## src/logic/berr_pkg.sv

```systemverilog
package berr_pkg;
   // ==========================================
   // Error codes
   localparam logic [3:0] CODE_NONE          = 4'h0;
   localparam logic [3:0] CODE_NOT_IN_CHARGE = 4'h1;
   localparam logic [3:0] CODE_NO_LISTENER   = 4'h2;
   localparam logic [3:0] CODE_NOT_ADDRESSED = 4'h3;
   localparam logic [3:0] CODE_BAD_ARGUMENT  = 4'h4;
   // ==========================================
   // Call argument limits
   localparam logic [15:0] WRITE_COUNT_MAX   = 16'h0100;
   // ==========================================
   // Status word error flag position (weight -32768)
   localparam int          ERR_FLAG_BIT      = 15;
   // ==========================================
   // Host modes
   typedef enum logic { BERR_MODE_SCSI, BERR_MODE_GPIB } berr_mode_t;
   // Call kinds
   typedef enum logic [3:0]
   {
      BERR_CALL_OTHER,
      BERR_CALL_CTRL_FN,
      BERR_CALL_WRITE,
      BERR_CALL_BWRITE,
      BERR_CALL_BREAD,
      BERR_CALL_READ,
      BERR_CALL_DTIN,
      BERR_CALL_GTS,
      BERR_CALL_CMD,
      BERR_CALL_TID
   } berr_call_t;
   // Sequencer states
   typedef enum logic [1:0] { BERR_ST_IDLE, BERR_ST_XFER, BERR_ST_DONE } berr_state_t;
endpackage : berr_pkg

```

## src/logic/berr_reporter.sv

```systemverilog
// Function
// - One bus error code, replaced per call
// - Error flag set implies a reported cause
// - Code zero when no bus error
// - SCSI mode, not in charge, control function call: code 1
// - In charge, write with no listener: code 2
// - ATN while not in charge during a watched transfer (GPIB read/DTIN, SCSI write/bwrite): code 2
// - SCSI mode, in charge, byte call unaddressed: code 3
// - Standby shadow request, ATN off: code 3
// - Command bytes leave ATN asserted
// - GPIB mode invalid argument: code 4
// - Write count over 256: code 4
// - Read with one parameter: code 4
// - Target-id without parameter or query: code 4
// - Invalid argument: function not executed
// - Corrupt terminator or field: code 4
// - Error flag set on fail, cleared on success
// - Flag with code zero: SCSI side fault
`timescale 1ns/1ns
`default_nettype none
module berr_reporter
(
   input  wire logic                  core_clk,
   input  wire logic                  reset,
   input  wire logic                  call_valid,
   input  wire berr_pkg::berr_call_t  call_kind,
   input  wire berr_pkg::berr_mode_t  host_mode,
   input  wire logic [15:0]           call_count,
   input  wire logic [2:0]            call_param_count,
   input  wire logic                  call_query,
   input  wire logic                  call_shadow,
   input  wire logic                  call_arg_bad,
   input  wire logic                  call_term_bad,
   input  wire logic                  controller_in_charge,
   input  wire logic                  listener_present,
   input  wire logic                  self_addressed,
   input  wire logic                  atn_in,
   input  wire logic                  xfer_done,
   input  wire logic                  scsi_error,
   output logic                       call_busy,
   output logic                       call_done,
   output logic                       bus_start,
   output logic                       atn_out,
   output logic [3:0]                 bus_error_code,
   output logic                       error_flag,
   output logic                       scsi_side_fault
);
   berr_pkg::berr_state_t state;
   berr_pkg::berr_call_t  cur_kind;
   logic [3:0]            next_code;
   logic                  pending_scsi;
   logic                  cur_xfer;
   logic                  take;
   logic                  atn_abort;

   // ==========================================
   // Call checks, evaluated before any bus action
   always_comb
   begin
      next_code = berr_pkg::CODE_NONE;
      if (call_term_bad || call_arg_bad)
         next_code = berr_pkg::CODE_BAD_ARGUMENT;
      else if (call_kind == berr_pkg::BERR_CALL_WRITE && call_count > berr_pkg::WRITE_COUNT_MAX)
         next_code = berr_pkg::CODE_BAD_ARGUMENT;
      else if (call_kind == berr_pkg::BERR_CALL_READ && call_param_count == 3'h1)
         next_code = berr_pkg::CODE_BAD_ARGUMENT;
      else if (call_kind == berr_pkg::BERR_CALL_TID && call_param_count == 3'h0 && !call_query)
         next_code = berr_pkg::CODE_BAD_ARGUMENT;
      else if (host_mode == berr_pkg::BERR_MODE_SCSI && !controller_in_charge
               && call_kind == berr_pkg::BERR_CALL_CTRL_FN)
         next_code = berr_pkg::CODE_NOT_IN_CHARGE;
      else if (host_mode == berr_pkg::BERR_MODE_SCSI && controller_in_charge && !self_addressed
               && (call_kind == berr_pkg::BERR_CALL_BREAD
                   || call_kind == berr_pkg::BERR_CALL_BWRITE))
         next_code = berr_pkg::CODE_NOT_ADDRESSED;
      else if (call_kind == berr_pkg::BERR_CALL_GTS && call_shadow && !atn_out)
         next_code = berr_pkg::CODE_NOT_ADDRESSED;
      else if ((call_kind == berr_pkg::BERR_CALL_WRITE || call_kind == berr_pkg::BERR_CALL_BWRITE)
               && controller_in_charge && !listener_present)
         next_code = berr_pkg::CODE_NO_LISTENER;
   end

   // Transfers watched for ATN from another controller
   always_comb
   begin
      cur_xfer = 1'b0;
      if (host_mode == berr_pkg::BERR_MODE_GPIB)
         cur_xfer = (cur_kind == berr_pkg::BERR_CALL_READ || cur_kind == berr_pkg::BERR_CALL_DTIN);
      else
         cur_xfer = (cur_kind == berr_pkg::BERR_CALL_WRITE
                     || cur_kind == berr_pkg::BERR_CALL_BWRITE);
   end

   // Helpers for the checks below
   assign take      = (state == berr_pkg::BERR_ST_IDLE) && call_valid;
   assign atn_abort = (state == berr_pkg::BERR_ST_XFER) && cur_xfer && !controller_in_charge
                      && atn_in;

   // ==========================================
   // Call sequencer
   always_ff @(posedge core_clk)
   begin
      if (reset)
      begin
         state          <= berr_pkg::BERR_ST_IDLE;
         cur_kind       <= berr_pkg::BERR_CALL_OTHER;
         call_busy      <= 1'b0;
         call_done      <= 1'b0;
         bus_start      <= 1'b0;
         bus_error_code <= berr_pkg::CODE_NONE;
         error_flag     <= 1'b0;
         pending_scsi   <= 1'b0;
      end
      else
      begin
         call_done <= 1'b0;
         bus_start <= 1'b0;
         case (state)
            berr_pkg::BERR_ST_IDLE:
            begin
               if (call_valid)
               begin
                  cur_kind       <= call_kind;
                  call_busy      <= 1'b1;
                  bus_error_code <= next_code;
                  pending_scsi   <= scsi_error;
                  // Failed checks never touch the bus, so bad arguments are discarded whole
                  if (next_code == berr_pkg::CODE_NONE)
                  begin
                     bus_start <= 1'b1;
                     state     <= berr_pkg::BERR_ST_XFER;
                  end
                  else
                     state <= berr_pkg::BERR_ST_DONE;
               end
            end
            berr_pkg::BERR_ST_XFER:
            begin
               if (cur_xfer && !controller_in_charge && atn_in)
               begin
                  bus_error_code <= berr_pkg::CODE_NO_LISTENER;
                  state          <= berr_pkg::BERR_ST_DONE;
               end
               else if (xfer_done)
                  state <= berr_pkg::BERR_ST_DONE;
               if (scsi_error)
                  pending_scsi <= 1'b1;
            end
            berr_pkg::BERR_ST_DONE:
            begin
               call_busy  <= 1'b0;
               call_done  <= 1'b1;
               error_flag <= (bus_error_code != berr_pkg::CODE_NONE) || pending_scsi;
               state      <= berr_pkg::BERR_ST_IDLE;
            end
            default:
               state <= berr_pkg::BERR_ST_IDLE;
         endcase
      end
   end

   // ==========================================
   // SCSI side fault indication
   always_ff @(posedge core_clk)
   begin
      if (reset)
         scsi_side_fault <= 1'b0;
      else if (state == berr_pkg::BERR_ST_DONE)
         scsi_side_fault <= pending_scsi && bus_error_code == berr_pkg::CODE_NONE;
   end

   // ==========================================
   // ATN ownership: command bytes leave it asserted for a later shadow handshake
   always_ff @(posedge core_clk)
   begin
      if (reset)
         atn_out <= 1'b0;
      else if (state == berr_pkg::BERR_ST_XFER && xfer_done)
      begin
         if (cur_kind == berr_pkg::BERR_CALL_CMD)
            atn_out <= 1'b1;
         else if (cur_kind == berr_pkg::BERR_CALL_GTS)
            atn_out <= 1'b0;
      end
   end

   // ==========================================
   // Checks
   AST_BADARG_WRITE: assert property (@(posedge core_clk) disable iff (reset)
      state == berr_pkg::BERR_ST_IDLE && call_valid && !call_arg_bad && !call_term_bad
      && call_kind == berr_pkg::BERR_CALL_WRITE && call_count > berr_pkg::WRITE_COUNT_MAX
      |=> bus_error_code == berr_pkg::CODE_BAD_ARGUMENT && !bus_start)
      else $error("Oversize write not flagged");
   AST_NO_EXEC: assert property (@(posedge core_clk) disable iff (reset)
      state == berr_pkg::BERR_ST_IDLE && call_valid && next_code != berr_pkg::CODE_NONE
      |=> !bus_start ##1 call_done && !bus_start)
      else $error("Failed call reached the bus");
   AST_FLAG_SET: assert property (@(posedge core_clk) disable iff (reset)
      call_done |-> error_flag == ((bus_error_code != 4'h0) || $past(pending_scsi)))
      else $error("Error flag mismatches outcome");
   AST_FLAG_CAUSE: assert property (@(posedge core_clk) disable iff (reset)
      call_done && error_flag |-> bus_error_code != 4'h0 || scsi_side_fault)
      else $error("Error flag without cause");
   AST_NOT_IN_CHARGE: assert property (@(posedge core_clk) disable iff (reset)
      state == berr_pkg::BERR_ST_IDLE && call_valid && !call_arg_bad && !call_term_bad
      && host_mode == berr_pkg::BERR_MODE_SCSI && !controller_in_charge
      && call_kind == berr_pkg::BERR_CALL_CTRL_FN |=> bus_error_code == 4'h1)
      else $error("Not in charge code missing");
   AST_ATN_ABORT: assert property (@(posedge core_clk) disable iff (reset)
      state == berr_pkg::BERR_ST_XFER && cur_xfer && !controller_in_charge && atn_in
      |=> bus_error_code == 4'h2 ##1 call_done)
      else $error("ATN abort not reported");
   AST_CMD_ATN: assert property (@(posedge core_clk) disable iff (reset)
      state == berr_pkg::BERR_ST_XFER && xfer_done && cur_kind == berr_pkg::BERR_CALL_CMD
      |=> atn_out)
      else $error("Command left ATN released");
   AST_GTS_SHADOW: assert property (@(posedge core_clk) disable iff (reset)
      state == berr_pkg::BERR_ST_IDLE && call_valid && !call_arg_bad && !call_term_bad
      && call_kind == berr_pkg::BERR_CALL_GTS && call_shadow && !atn_out
      |=> bus_error_code == 4'h3 && !bus_start)
      else $error("Shadow handshake not refused");
   AST_OK_ZERO: assert property (@(posedge core_clk) disable iff (reset)
      state == berr_pkg::BERR_ST_IDLE && call_valid && next_code == 4'h0
      |=> bus_start && bus_error_code == 4'h0)
      else $error("Clean call left a code");

   // ==========================================
   // Code selection and call start checks
   AST_ONE_CODE: assert property (@(posedge core_clk) disable iff (reset)
      !take && !atn_abort |=> $stable(bus_error_code))
      else $error("Code changed outside a call");
   AST_CODE_RANGE: assert property (@(posedge core_clk) disable iff (reset)
      bus_error_code <= 4'h4)
      else $error("Code out of range");
   AST_NO_LISTENER: assert property (@(posedge core_clk) disable iff (reset)
      take && !call_arg_bad && !call_term_bad && call_kind == berr_pkg::BERR_CALL_WRITE
      && call_count <= berr_pkg::WRITE_COUNT_MAX && controller_in_charge && !listener_present
      |=> bus_error_code == 4'h2 && !bus_start)
      else $error("No listener not reported");
   AST_NOT_ADDRESSED: assert property (@(posedge core_clk) disable iff (reset)
      take && !call_arg_bad && !call_term_bad && host_mode == berr_pkg::BERR_MODE_SCSI
      && controller_in_charge && !self_addressed
      && (call_kind == berr_pkg::BERR_CALL_BREAD || call_kind == berr_pkg::BERR_CALL_BWRITE)
      |=> bus_error_code == 4'h3 && !bus_start)
      else $error("Unaddressed byte call not reported");
   AST_BADARG_FLAG: assert property (@(posedge core_clk) disable iff (reset)
      take && (call_arg_bad || call_term_bad)
      |=> bus_error_code == 4'h4 && !bus_start)
      else $error("Bad argument not reported");
   AST_BADARG_READ: assert property (@(posedge core_clk) disable iff (reset)
      take && !call_arg_bad && !call_term_bad && call_kind == berr_pkg::BERR_CALL_READ
      && call_param_count == 3'h1 |=> bus_error_code == 4'h4)
      else $error("Short read not reported");
   AST_BADARG_TID: assert property (@(posedge core_clk) disable iff (reset)
      take && !call_arg_bad && !call_term_bad && call_kind == berr_pkg::BERR_CALL_TID
      && call_param_count == 3'h0 && !call_query |=> bus_error_code == 4'h4)
      else $error("Empty target-id not reported");
   AST_SCSI_FAULT: assert property (@(posedge core_clk) disable iff (reset)
      call_done |-> scsi_side_fault == (error_flag && bus_error_code == 4'h0))
      else $error("SCSI side fault mismatch");
   AST_BUS_AFTER_CHECK: assert property (@(posedge core_clk) disable iff (reset)
      bus_start |-> bus_error_code == 4'h0 && state == berr_pkg::BERR_ST_XFER && call_busy)
      else $error("Bus started before checks passed");
   AST_BUSY_TAKE: assert property (@(posedge core_clk) disable iff (reset)
      take |=> call_busy)
      else $error("Accepted call not busy");

   // ==========================================
   // Sequencing checks
   AST_DONE_IDLE: assert property (@(posedge core_clk) disable iff (reset)
      call_done |-> !call_busy)
      else $error("Busy at call end");
   AST_DONE_PULSE: assert property (@(posedge core_clk) disable iff (reset)
      call_done |=> !call_done)
      else $error("Done pulse too long");
   AST_START_PULSE: assert property (@(posedge core_clk) disable iff (reset)
      bus_start |=> !bus_start)
      else $error("Start pulse too long");
   AST_XFER_BUSY: assert property (@(posedge core_clk) disable iff (reset)
      state == berr_pkg::BERR_ST_XFER |-> call_busy)
      else $error("Transfer while not busy");
   AST_IDLE_QUIET: assert property (@(posedge core_clk) disable iff (reset)
      state == berr_pkg::BERR_ST_IDLE && !call_valid |=> !call_busy && !bus_start)
      else $error("Activity without a call");
   AST_FINISH: assert property (@(posedge core_clk) disable iff (reset)
      state == berr_pkg::BERR_ST_XFER && xfer_done && !atn_abort
      |=> state == berr_pkg::BERR_ST_DONE ##1 call_done)
      else $error("Finished transfer did not end the call");
   AST_ATN_HOLD: assert property (@(posedge core_clk) disable iff (reset)
      !(state == berr_pkg::BERR_ST_XFER && xfer_done) |=> $stable(atn_out))
      else $error("ATN moved outside a completion");
   AST_GTS_RELEASE: assert property (@(posedge core_clk) disable iff (reset)
      state == berr_pkg::BERR_ST_XFER && xfer_done && cur_kind == berr_pkg::BERR_CALL_GTS
      |=> !atn_out)
      else $error("Standby left ATN asserted");
   AST_FLAG_HOLD: assert property (@(posedge core_clk) disable iff (reset)
      state != berr_pkg::BERR_ST_DONE |=> $stable(error_flag))
      else $error("Error flag moved mid-call");
endmodule : berr_reporter
`default_nettype wire

```

## config.mk

```make
export PLATFORM = sky130hd
export DESIGN_NAME = berr_reporter
export DESIGN_NICKNAME = d
export VERILOG_FILES = /design/src/logic/berr_pkg.sv /design/src/logic/berr_reporter.sv
export SDC_FILE = /design/constraint.sdc
export NUM_CORES = 1
export LEC_CHECK = 0
export ABC_CLOCK_PERIOD_IN_PS = 2300
export BUFFER_PORTS_ARGS = -buffer_cell sky130_fd_sc_hd__buf_2
export CAP_MARGIN = 20
export CORE_ASPECT_RATIO = 1.4
export CORE_MARGIN = 5
export CORE_UTILIZATION = 40
export CTS_CLUSTER_SIZE = 24
export DETAILED_ROUTE_END_ITERATION = 6
export GPL_ROUTABILITY_DRIVEN = 0
export PLACE_DENSITY = 0.74
export SETUP_SLACK_MARGIN = 0.15
export SYNTH_ARGS = -nofsm -noshare
export SYNTH_HDL_FRONTEND = slang
export SYNTH_SLANG_ARGS = --single-unit
```

## constraint.sdc

```tcl
create_clock -name core_clk -period 2.3 [get_ports core_clk]
set_clock_uncertainty 0.2 [all_clocks]
set_input_delay 0.69 -clock core_clk [delete_from_list [all_inputs] [get_ports core_clk]]
set_output_delay 0.69 -clock core_clk [all_outputs]
set_load 0.005 [all_outputs]
```

# After elaboration in Yosys (flattened, before gate mapping)
# Index checks and enable logic that the tools add are counted.
[word_totals]
reg_bits = 17
inputBits = 37
out_inout_bits = 10
word_cells = 103
[op_classes]
magnitude_cmp = 1
eq_ne = 20
n_mux = 26
bitwise = 3
reduce_logical = 43
[op_table]
columns = ["cell", "count"]
rows = [
  ["== test 4 x 3 -> 1 bit, second input constant", 6],
  ["logical AND 1 bit", 17],
  ["== test 4 x 2 -> 1 bit, second input constant", 4],
  ["> comparator 16 x 9 -> 1 bit, second input constant", 1],
  ["two-way mux 2 bit", 8],
  ["two-way mux 4 bit", 3],
  ["two-way mux 3 bit", 3],
  ["== test 4 bit, second input constant", 2],
  ["logical NOT 4 bit", 2],
  ["two-way mux 1 bit", 8],
  ["one-hot mux 4 bit (2 select lines)", 1],
  ["AND reduction 2 bit", 4],
  ["logical OR 1 bit", 6],
  ["!= test 2 bit, second input constant", 3],
  ["AND reduction 3 bit", 2],
  ["nonzero test 2 bit", 3],
  ["logical NOT 1 bit", 5],
  ["== test 4 x 1 -> 1 bit, second input constant", 1],
  ["one-hot mux 1 bit (2 select lines)", 2],
  ["one-hot mux 2 bit (2 select lines)", 1],
  ["nonzero test 4 bit", 1],
  ["== test 3 x 1 -> 1 bit, second input constant", 1],
  ["logical NOT 3 bit", 1],
  ["!= test 3 bit, second input constant", 1],
  ["other kinds (5)", 7],
]

# Logic depth before layout (Yosys ltp)
[logic_depth]
ltp_word = 16
ltp_mapped = 5
ltp_nobuf = 4

# Worst setup path after synthesis
# OpenSTA, ideal clock, no wires.
[synth_timing]
kind = "input -> register"
startpoint = "input port call_count[13]"
endpoint = "register state[1]"
setup_ns = 0.122
arrival_time_ns = 2.009
t_required_ns = 1.978
slack_ns = -0.030
cell_stages = 4
n_path_buf = 0
path_cell_list = "or4_4 -> o41ai_4 -> nand4_2 -> o311a_1"
[synth_between]
elab_chain_cells = 8
[synth_lines]
columns = ["element", "line", "text"]
rows = [
  ["from (decl)", "berr_reporter.sv:28", "input wire logic [15:0] call_count,"],
  ["> comparator 16 x 9 -> 1 bit", "berr_reporter.sv:63", "else if (call_kind == berr_pkg::BERR_CALL_WRITE && call_count > berr_pkg::WRITE_COUNT_MAX)"],
  ["logical AND 1 bit", "berr_reporter.sv:63", ""],
  ["two-way mux 3 bit", "berr_reporter.sv:63", ""],
  ["two-way mux 4 bit", "berr_reporter.sv:61", "if (call_term_bad || call_arg_bad)"],
  ["logical NOT 4 bit", "berr_reporter.sv:128", "if (next_code == berr_pkg::CODE_NONE)"],
  ["two-way mux 2 bit", "berr_reporter.sv:128", ""],
  ["two-way mux 2 bit", "berr_reporter.sv:121", "if (call_valid)"],
  ["one-hot mux 2 bit (2 select lines)", "berr_reporter.sv:118", "case (state)"],
  ["to (signal assigned)", "berr_reporter.sv:131", "state <= berr_pkg::BERR_ST_XFER;"],
  ["to (signal assigned)", "berr_reporter.sv:134", "state <= berr_pkg::BERR_ST_DONE;"],
  ["to (signal assigned)", "berr_reporter.sv:142", "state <= berr_pkg::BERR_ST_DONE;"],
  ["to (decl)", "berr_reporter.sv:48", "berr_pkg::berr_state_t state;"],
]
# No other way between the ends. The select of a mux whose other input is x is not followed.
# A chain may end at the register's enable or synchronous reset.

# Worst setup path in the final report
[layout_timing]
startpoint = "input port call_count[10]"
endpoint = "register state[1]"
# The elaborated chain is that of the path after synthesis.

==> impl_metrics.json <==
{
  "initial_core_util_pct": 42.0,
  "htreeDepth": 1,
  "portBuffers": 45,
  "drtIter0Drc": 13,
  "ys.flop_type": "dfxtp_1",
  "grt_usage_pct": 14.3,
  "hp-class": "reg -> reg",
  "grt_pass1_vias": 965,
  "grt_pass1_wl_um": 3840,
  "drc": 0,
  "cap_violations": 0,
  "ys_ff_latch": 16,
  "path_clk_slew_ps": 90,
  "dpl_cell_area_um2": 1190,
  "final_common_cell": "buf_2",
  "vias_per_cell": 5.62,
  "synth_edf_count": 0,
  "cp-end-kind": "flop",
  "hold_buffers": 0,
  "tritoncts": "done",
  "final_area_um2": 1270,
  "yosys_warnings": 0,
  "syn_nets": 142,
  "drive_gt1_share_pct": 41.6,
  "place_hpwl_um": 2020,
  "clockRootBuffer": "clkbuf_4",
  "ir_drop_uv": 272,
  "netlist_top_cells_area": "dfxtp_1, nor2_1, mux2i_1",
  "period_needed_ps": 2120,
  "hold_viol": 0,
  "final_nets": 192,
  "num_vias": 989,
  "coreArea_um2": 2200,
  "synth_top_area_share_pct": 34.6,
  "antenna_found_initial": 0,
  "setup_viol": 0,
  "fillers": 203,
  "pwr_density_cell_nw_per_um2": 484,
  "yosysUniqueCellTypes": 43,
  "wl_per_cell_um": 14.2,
  "total_leakage_power_uw": 0.000549,
  "synthArstFlopShare_pct": 0,
  "cts_buffer_depth": 2,
  "clkLatencyLatePin_ps": 290,
  "critPathLaunchType": "input port",
  "worst-setup-path-type": "in -> reg",
  "r2r_slack_ps": 640,
  "maxSlewViolCount": 0,
  "insertedDiodeCount": 0,
  "fin_crit_sh_pct": 92.2,
  "fp.dieH_um": 66.9,
  "synth.yosys.seq_area_share_pct": 34.6,
  "clock_sinks": 16,
  "die_area_um2": 3390,
  "io_pins": 47,
  "yosysTopAreaCell": "dfxtp_1",
  "fmax_mhz": 471,
  "tns_ps": 0,
  "num_rows": 20,
  "critPathRequiredTime_ps": 2290,
  "netlist_area_um2": 926,
  "routed_wl_um": 2500,
  "worst_slack_ps": 179,
  "overflow": 0,
  "rsz0062_at_grt": "yes",
  "status": "completed",
  "die_w_um": 50.7,
  "grt_max_degree": 15,
  "avgSynthCellArea_um2": 8.82,
  "postRouteAntennaNets": 0,
  "synthCells": 105,
  "place_ws_ps": -197,
  "dr.pass1.iters": 3,
  "area_growth_pct": 37.3,
  "cp_max_fo": 5,
  "cts_made_buffers": 3,
  "layout_common_cells": "buf_2, dfxtp_1, nor2_1",
  "cp_data_arrival_time_ps": 2110
}
[kinds of logic (layout without fill, tap and decap cells)]
group | Yosys count | count (layout) | synth area share, %
buffers and inverters | 8 | 57 | 3.65
DFF | 16 | 16 | 34.6
and+or+nand+nor | 53 | 53 | 36.4
other | 1 | 1 | 0.405
AOI/OAI and AO/OA | 23 | 23 | 20.7
muxes | 4 | 4 | 4.32
[critical path, cell delays in order]
cell,delay (ps)
buf_2,110
or4_4,520
o41ai_4,300
nand4_4,180
o311a_1,310
[power by group]
part | leakage [uW] | switching [uW] | internal, uW
combinational | 0.000397 | 60.5 | 65.5
sequential | 0.000131 | 13.1 | 291
clock | 0.0000210 | 88.1 | 96.5
[cell usage after synthesis, types with 2 or more instances]
cell type and instances:
a21oi_1 6, a31oi_1 3, clkbuf_1 2, dfxtp_1 16, inv_1 5, mux2i_1 4
nand2_1 6, nand2b_1 2, nand3_1 3, nand4b_1 3, nor2_1 11, nor2b_1 3
nor3_1 5, nor4b_1 2, o211ai_1 2, o32ai_1 2, or3b_1 2, or4_1 3
[routing by layer]
metal | track usage, % | up-vias | share of wire, %
li1 | - | 500 | -
met1 | 14.4 | 453 | 38
met2 | 26.9 | 28 | 53
met3 | 3.13 | 8 | 6.7
met4 | 6.39 | 0 | 2.3
met5 | 0 | - | 0
[registers in the layout (all words and copies together) (netlist names)]
| name | flops |
|---|---|
| cur_kind | 4 |
| bus_error_code | 3 |
| state | 2 |
| atn_out | 1 |
| bus_start | 1 |
| call_busy | 1 |
| call_done | 1 |
| error_flag | 1 |
| pending_scsi | 1 |
| scsi_side_fault | 1 |
[area by class of cell]
type | count | area [um2] | area share, %
clock buffer | 4 | 36.3 | 2.85
inverter | 5 | 18.8 | 1.48
multi-input combinational | 81 | 602 | 47.3
sequential | 16 | 320 | 25.2
tap | 22 | 27.5 | 2.17
timing repair buffer | 48 | 267 | 21.0
[what timing repair did]
item                       CTS  global route
setup buffers                0             0
pin swaps                    0             7
setup endpoints to repair    1             4
gates resized for setup      0             8
[worst paths after layout]
kind              depth (start not counted)           endpoint            start
setup / recovery                          5           state[1]   call_count[10]
hold / removal                            2    scsi_side_fault  scsi_side_fault
setup reg to reg                          4  bus_error_code[0]      cur_kind[3]
hold reg to reg                           2    scsi_side_fault  scsi_side_fault
[stage by stage]
step           cells  utilization [%]  power (uW)  hold WS, ps
3_5_place_dp     172             53.9         429          267
3_3_place_gp     172             53.9         425          234
5_1_grt          176             57.7         644          294
6_report         176             57.7         615          277
4_1_cts          176             55.5         613          281
2_1_floorplan    105                -         371          248
No activity file was read; power rests on OpenSTA's default activity.
